## src/s3ct_pkg.sv

```systemverilog
// Package of constants and types for the sinc3 conversion timing block.
package s3ct_pkg;

  // ==========================================================================
  // Clock and modulator timing
  localparam int unsigned MOD_CLKS        = 16;
  localparam int unsigned CNT_W           = 20;
  localparam int unsigned RATE_W          = 4;
  localparam int unsigned DELAY_W         = 3;
  localparam logic [DELAY_W-1:0] DELAY_RST = 3'h0;
  localparam logic [RATE_W-1:0]  RATE_RST  = 4'h0;
  localparam int unsigned DEFAULT_DELAY_MOD = 14;
  localparam int unsigned SETTLE_SKIP     = 2;
  localparam int unsigned SKIP_W          = 2;

  // ==========================================================================
  // Rate tables in modulator periods (steady period, sinc3 first, fast first)
  localparam int unsigned NRATES = 14;
  localparam int unsigned STEADY_TAB [NRATES] = '{
    102400, 51200, 25600, 15360, 12800, 5120, 4264,
    2560, 1280, 640, 320, 256, 128, 64};
  localparam int unsigned SINC_FIRST_TAB [NRATES] = '{
    307265, 153665, 76865, 46145, 38465, 15425, 12857,
    7745, 3905, 1985, 1025, 808, 424, 232};
  localparam int unsigned FAST_FIRST_TAB [NRATES] = '{
    104065, 52865, 27265, 15425, 14465, 5160, 4329,
    2600, 1320, 680, 360, 296, 168, 104};

  // Delay choices in modulator periods, index 0 is the default.
  localparam int unsigned DELAY_TAB [8] = '{
    DEFAULT_DELAY_MOD, 25, 64, 256, 1024, 2048, 4096, 1};

  typedef enum logic [2:0] {
    S3CT_IDLE,
    S3CT_DELAY,
    S3CT_FIRST,
    S3CT_STEADY
  } s3ct_state_type;

endpackage

```

## src/s3ct_edge.sv

```systemverilog
// Two-flop pin synchroniser with rising edge pulse.
`timescale 1ns/100ps
`default_nettype none
module s3ct_edge
  import s3ct_pkg::*;
(
  // Clock and reset
  input  wire logic clk_i,
  input  wire logic nrst_i,
  // Pin in, pulse out
  input  wire logic pin_i,
  output var  logic rise_o
);

  logic meta_r;
  logic sync_r;
  logic last_r;
  logic rise_r;

  always_ff @(posedge clk_i or negedge nrst_i) begin
    if (!nrst_i) begin
      meta_r <= 1'b0;
      sync_r <= 1'b0;
      last_r <= 1'b0;
      rise_r <= 1'b0;
    end else begin
      meta_r <= pin_i;
      sync_r <= meta_r;
      last_r <= sync_r;
      rise_r <= sync_r & ~last_r;
    end
  end

  assign rise_o = rise_r;

endmodule
`default_nettype wire

```

## src/s3ct_top.sv

```systemverilog
// Conversion timing and settling control for the sinc3 filter path.
`timescale 1ns/100ps
`default_nettype none
module s3ct_top
  import s3ct_pkg::*;
#(
  parameter int unsigned MOD_DIV = MOD_CLKS
)
(
  // Clock and reset
  input  wire logic               clk_i,
  input  wire logic               nrst_i,
  // Configuration
  input  wire logic               filter_select_i,
  input  wire logic [RATE_W-1:0]  rate_sel_i,
  input  wire logic [DELAY_W-1:0] conversion_delay_i,
  input  wire logic               continuous_i,
  // Start and stop sources
  input  wire logic               conversion_trigger_pin_i,
  input  wire logic               start_cmd_i,
  input  wire logic               stop_i,
  // Status
  output var  logic               sampling_o,
  output var  logic               sinc_path_o,
  output var  logic               busy_o,
  output var  logic               data_ready_o
);

  // ==========================================================================
  // Table lookups
  // Rate codes above the table act as the fastest rate.
  function automatic int unsigned rate_index(input logic [RATE_W-1:0] r);
    return (r < NRATES) ? int'(r) : NRATES - 1;
  endfunction

  function automatic logic [CNT_W-1:0] steady_len(input logic [RATE_W-1:0] r);
    int unsigned i;
    i = rate_index(r);
    return CNT_W'(STEADY_TAB[i]);
  endfunction

  function automatic logic [CNT_W-1:0] first_len(input logic [RATE_W-1:0] r,
                                                 input logic sinc);
    int unsigned i;
    i = rate_index(r);
    return sinc ? CNT_W'(SINC_FIRST_TAB[i]) : CNT_W'(FAST_FIRST_TAB[i]);
  endfunction

  function automatic logic [CNT_W-1:0] count_down(input logic [CNT_W-1:0] c);
    return c - CNT_W'(1);
  endfunction

  // ==========================================================================
  // Start detection
  logic pin_rise;

  s3ct_edge u_edge (
    .clk_i  (clk_i),
    .nrst_i (nrst_i),
    .pin_i  (conversion_trigger_pin_i),
    .rise_o (pin_rise)
  );

  logic start;
  // Command strobe marks the seventh serial clock falling edge.
  assign start = pin_rise | start_cmd_i;

  // ==========================================================================
  // Modulator period tick, timing scales with clk_i.
  logic [7:0] div_r;
  logic [7:0] div_nxt;
  logic       tick;

  always_comb begin
    div_nxt = div_r + 8'h01;
    if (start || div_r == 8'(MOD_DIV - 1)) begin
      div_nxt = 8'h00;
    end
  end

  assign tick = (div_r == 8'(MOD_DIV - 1));

  always_ff @(posedge clk_i or negedge nrst_i) begin
    if (!nrst_i) begin
      div_r <= 8'h00;
    end else begin
      div_r <= div_nxt;
    end
  end

  // ==========================================================================
  // Conversion sequencer
  s3ct_state_type   state_r;
  s3ct_state_type   state_nxt;
  logic [CNT_W-1:0] cnt_r;
  logic [CNT_W-1:0] cnt_nxt;
  logic [SKIP_W-1:0] skip_r;
  logic [SKIP_W-1:0] skip_nxt;
  logic             sinc_r;
  logic             sinc_nxt;
  logic             rdy_r;
  logic             rdy_nxt;
  logic             samp_r;
  logic             samp_nxt;
  logic             busy_r;
  logic             busy_nxt;
  logic             done;

  assign done = tick && (cnt_r == CNT_W'(1));

  always_comb begin
    state_nxt = state_r;
    cnt_nxt   = cnt_r;
    skip_nxt  = skip_r;
    sinc_nxt  = sinc_r;
    rdy_nxt   = 1'b0;
    samp_nxt  = samp_r;
    if (start) begin
      // Filter bit zero selects sinc3.
      sinc_nxt  = ~filter_select_i;
      // Sinc3 loads a skip count of two, which nothing reads.
      skip_nxt  = filter_select_i ? '0 : SKIP_W'(SETTLE_SKIP);
      // Delay only ahead of the first conversion.
      cnt_nxt   = CNT_W'(DELAY_TAB[conversion_delay_i]);
      state_nxt = S3CT_DELAY;
      samp_nxt  = 1'b0;
    end else begin
      if (stop_i && state_r == S3CT_STEADY) begin
        state_nxt = S3CT_IDLE;
        samp_nxt  = 1'b0;
      end
      case (state_r)
        S3CT_IDLE: begin
          samp_nxt = 1'b0;
        end
        S3CT_DELAY: begin
          if (done) begin
            // First length covers sampling plus overhead.
            cnt_nxt   = sinc_r ? first_len(rate_sel_i, 1'b1)
                                 : first_len(rate_sel_i, 1'b0);
            state_nxt = S3CT_FIRST;
            samp_nxt  = 1'b1;
          end else if (tick) begin
            cnt_nxt = count_down(cnt_r);
          end
        end
        S3CT_FIRST, S3CT_STEADY: begin
          if (done) begin
            // Ready for every result; the skip count is not checked.
            rdy_nxt = 1'b1;
            if (continuous_i && !stop_i) begin
              // Steady period fixes rate and notch spacing.
              cnt_nxt   = steady_len(rate_sel_i);
              state_nxt = S3CT_STEADY;
            end else begin
              state_nxt = S3CT_IDLE;
              samp_nxt  = 1'b0;
            end
          end else if (tick) begin
            cnt_nxt = count_down(cnt_r);
          end
        end
        default: begin
          state_nxt = S3CT_IDLE;
          samp_nxt  = 1'b0;
        end
      endcase
    end
    // Busy follows the next state so that it leaves a flip-flop.
    busy_nxt = (state_nxt != S3CT_IDLE);
  end

  // ==========================================================================
  // Sequencer registers
  always_ff @(posedge clk_i or negedge nrst_i) begin
    if (!nrst_i) begin
      state_r <= S3CT_IDLE;
      cnt_r   <= '0;
      skip_r  <= '0;
      sinc_r  <= 1'b1;
      rdy_r   <= 1'b0;
      samp_r  <= 1'b0;
      busy_r  <= 1'b0;
    end else begin
      state_r <= state_nxt;
      cnt_r   <= cnt_nxt;
      skip_r  <= skip_nxt;
      sinc_r  <= sinc_nxt;
      rdy_r   <= rdy_nxt;
      samp_r  <= samp_nxt;
      busy_r  <= busy_nxt;
    end
  end

  // ==========================================================================
  // Outputs
  assign sampling_o   = samp_r;
  assign sinc_path_o  = sinc_r;
  assign busy_o       = busy_r;
  assign data_ready_o = rdy_r;

endmodule
`default_nettype wire

```

## config.mk

```make
export PLATFORM = sky130hd
export DESIGN_NAME = s3ct_top
export DESIGN_NICKNAME = d
export VERILOG_FILES = /design/src/s3ct_pkg.sv /design/src/s3ct_edge.sv /design/src/s3ct_top.sv
export SDC_FILE = /design/constraint.sdc
export NUM_CORES = 1
export LEC_CHECK = 0
export ABC_AREA = 1
export BUFFER_PORTS_ARGS = -buffer_cell sky130_fd_sc_hd__buf_2
export CAP_MARGIN = 30
export CORE_MARGIN = 2
export CORE_UTILIZATION = 45
export CTS_BUF_LIST = sky130_fd_sc_hd__clkbuf_4 sky130_fd_sc_hd__clkbuf_8 sky130_fd_sc_hd__clkbuf_16
export DETAILED_ROUTE_END_ITERATION = 7
export GPL_TIMING_DRIVEN = 0
export MAX_ROUTING_LAYER = met4
export PLACE_DENSITY = 0.66
export REMOVE_ABC_BUFFERS = 1
export SYNTH_ARGS = -nofsm -noshare
export SYNTH_HDL_FRONTEND = slang
export SYNTH_HIERARCHICAL = 1
export SYNTH_SLANG_ARGS = --single-unit
```

## constraint.sdc

```tcl
create_clock -name clk_i -period 2.04 [get_ports clk_i]
set_input_delay 0.408 -clock clk_i [delete_from_list [all_inputs] [get_ports clk_i]]
set_output_delay 0.408 -clock clk_i [all_outputs]
set_load 0.005 [all_outputs]
```

==> metrics list <==
- The count of nets left with antenna violations once routing finished came out at 0.
- After floorplanning, the core was divided into 31 placement rows.
* Total inserted antenna cells: 0
- Starting utilization of the core area: 46.2%
- Counting both buffers and inverters, the worst setup path holds a total of 3.
* Gate count after technology mapping: 528
- In the synthesized netlist the async set-or-reset flop fraction comes to 100%.
- Dividing the detail-routed via count by the number of cells gives 5.32.
* Yosys top cell by area: dfrtp_1
- Once layout is done, the placed cells without fillers occupy 0.00381 mm^2.
* TritonCTS clock tree: done
- Routed length per instance: 14.0 um
* Placed inst area: 0.00346 mm^2
- Synth top area share: 28.7%
- The worst path uses 93.9% of the clock period.
* Core area: 0.00718 mm^2
- The final layout contains 583 nets.
- Master cell of the clock root buffer: clkbuf_8
- Worst Path Class, Setup: reg -> reg
* GR Util All Layers: 23.3%
- Leaving out fill and tap cells, the most frequent cell in the layout is nand2_1.
- Total length of routed wires: 9.36 mm
* Share of the synthesized area in compound gates (AO/OA/AOI/OAI): 8.23%
- Critical path endpoint category: register
- Flip-flop cell with the highest count after synthesis: dfrtp_1
* Post-Synthesis Mean Instance Area: 6.28 um^2
* Setup-failing EPs final: 0
* Insertion delay of the later-clocked pin in the worst-skew pair: 0.31 ns
* Kind of start point of the critical path: register
- The tool flagged a number of max-cap violations equal to 0.
- Clock skew after layout: 0.00839 ns
* Critical path arrival: 2.11 ns
* Multiplexer area fraction after synthesis: 0%
- Post-synthesis sequential element count: 39
* Shortest period the worst path allows: 1.92 ns
- RSZ-0062 raised after global routing: no
- Max stage delay on crit path: 0.41 ns
- The critical path goes through inv_1 -> ha_2 -> nand2_1 -> nor2_4 -> nand3_2 -> nor2_4 -> buf_4 -> nor2_2 -> inv_1 -> o21ai_0 -> nand2_2 -> o21ai_2.
- Static timing analysis puts the maximum clock frequency at 522 MHz.
* Clk sink count: 39
- The number of antenna violations at the first check in global routing is 0.
* Run status: finished clean
* Total number of vias: 3540
- Pin count of the biggest net entering global routing: 40
- The floorplan step defined a die boundary enclosing 0.00807 mm^2.
- The clock tree synthesis step divided the H-tree into 2 levels.
* TritonCTS buffer count: 5
* Power per Cell Area: 514 mW/mm^2
* Adder-Cell Fraction of Synth Area: 1.13%
- Congestion Overflow GR: 0
- In the post-synthesis netlist, the biggest area contributors are dfrtp_1, nand2_1, nor2_1.
- The tightest min-delay check is of the in -> async type.
* Worst Path Max Fanout: 6
- In this run, distinct cell masters in the synthesized netlist total 37.
- During I/O placement, the number of pins put on the boundary was 18.
* Simple-gate portion of the synthesized area: 52.0%
* Vias in the first global route: 3169
- The synthesized design contains 0 enable-type register cells.
- Measured against its own limit, the worst slew margin works out to 67.3%.
* Wire length of the first global-routing pass: 15.0 mm
* X dimension of the die: 89.8 um
- Cell Area, Synth: 0.00332 mm^2
* Transition time of the tightest slew-check pin: 0.485 ns
- The number of hold violations in the final report is 0.
- Detailed-routing iteration count for the pre-antenna-repair pass: 5
- Most frequent cells in the layout: nand2_1, nor2_1, nand3_1, inv_1, dfrtp_1
- Xor-xnor portion of the synthesized cell area: 1.32%
- CTS max path bufs: 2
- Area added between synthesis and finish: 15.0%
* Worst path slowest cell: dfrtp_1
- After synthesis, the largest family of logic cells by area is simple AND/OR/NAND/NOR gates.
- After legalization and detailed placement, the total HPWL measured 6.62 mm.
- Setup total negative slack on the finished layout was measured at 0 ns.
- In the final layout, the share of cells above drive strength 1 is 18.0%.
- Port buffering added 17 buffers.
- Worst supply voltage drop on vdd: 323 uV
- For this run, the number of Yosys warnings is 6.
* Post-route DRC violation count: 0
- Placer congestion estimate: 0.951
* CP required: 2.24 ns
- Leakage power total: 2.00 nW
- Clock-pin transition on the worst setup and hold timing paths: 0.09 ns
- Die height: 89.8 um
- Drt first-iter violations: 351
* Family with the most delay on the worst path: simple AND/OR/NAND/NOR gates
* Share of the yosys chip area belonging to registers: 29.5%
- The max-slew violation total from the final report is 0.
worst reg2reg max path: cells and delay by family, from the launching register on:
kind | cells | cell delay (ns)
flip-flops | 1 | 0.41
adder cells (fa/ha/maj) | 1 | 0.24
buffers and inverters | 3 | 0.39
AND/OR/NAND/NOR | 6 | 0.62
AO/OA/AOI/OAI | 2 | 0.15
power breakdown:
group	switching [mW]	internal (mW)	leakage, nW
combinational	0.373	0.180	1.45
clock	0.313	0.245	0.0408
sequential	0.0436	0.806	0.514
per-layer routing:
| metal | global-route usage (%) | vias to the layer above | part of all wire [%] | wire, um |
|---|---|---|---|---|
| met1 | 30.8 | 1621 | 46 | 4280 |
| met4 | 7.44 | 0 | 2.0 | 191 |
| met3 | 3.27 | 16 | 5.1 | 481 |
| met2 | 37.3 | 131 | 47 | 4400 |
| li1 | - | 1772 | - | - |
| met5 | - | - | 0 | 0 |
sequential cells by signal, indices dropped and copies added, names as in the netlist:
signal         flops
div_r              8
u_edge/rise_o      1
busy_o             1
u_edge/meta_r      1
u_edge/sync_r      1
sinc_path_o        1
sampling_o         1
cnt_r             20
data_ready_o       1
u_edge/last_r      1
state_r            3
cell type report:
type                    instances  area [um^2]
clock inverters                 3         23.8
repair buffers                 40          274
fillers                       726         3360
well taps                      99          124
flip-flops and latches         39          977
inverters                      50          191
clock buffers                   5         68.8
multi-input cells             430         2150
metrics by stage:
step	hold slack [ns]	total power, mW	std cells	util [%]	worst slack, ns
global route	0.0728	2.09	666	53.1	0.0133
floorplan	0.112	1.23	517	-	0.139
global placement	0.346	1.36	633	48.2	-0.315
detailed placement	0.349	1.37	633	48.2	-0.329
CTS	0.194	1.92	649	50.4	0.0228
finish	0.0547	1.96	666	53.1	0.125
cells by family after synthesis:
group                      Yosys count
other                                1
xor gates and xnor gates             5
AOI/OAI and AO/OA                   50
DFF                                 39
and+or+nand+nor                    369
adders and majority gates            3
buffers and inverters               61
cells in the mapped netlist (all sizes together), types with 3 or more instances:
cell and count:
and3 3, nand3b 8, nor2 93, nand4 15, ha 3, inv 48, nand2 193, dfrtp 38
buf 9, o21ai 29, nand3 48, xor2 5, a21oi 16, nor3 8
repair_timing:
action / in CTS / in global routing
resized for setup: 1 / 13
buffers inserted: 7 / 15
hold buffers: 0 / 0
gates cloned: 1 / 1
endpoints found under the setup margin: 29 / 19
pin swaps: 2 / 4
final timing paths:
check | from | slack [ns] | endpoint | depth (start not counted)
min | nrst_i | 0.05 | cnt_r[18]$_DFFE_PN0P_ | 2
max | cnt_r[1]$_DFFE_PN0P_ | 0.12 | cnt_r[1]$_DFFE_PN0P_ | 12
min in group clk_i | conversion_trigger_pin_i | 0.20 | u_edge/meta_r$_DFF_PN0_ | 1
max reg2reg | cnt_r[1]$_DFFE_PN0P_ | 0.12 | cnt_r[1]$_DFFE_PN0P_ | 12
min reg2reg | u_edge/meta_r$_DFF_PN0_ | 0.36 | u_edge/sync_r$_DFF_PN0_ | 0
max in group asynchronous | nrst_i | 1.71 | sinc_path_o$_DFFE_PN1N_ | 2
Power figures use the tool's default switching activity.
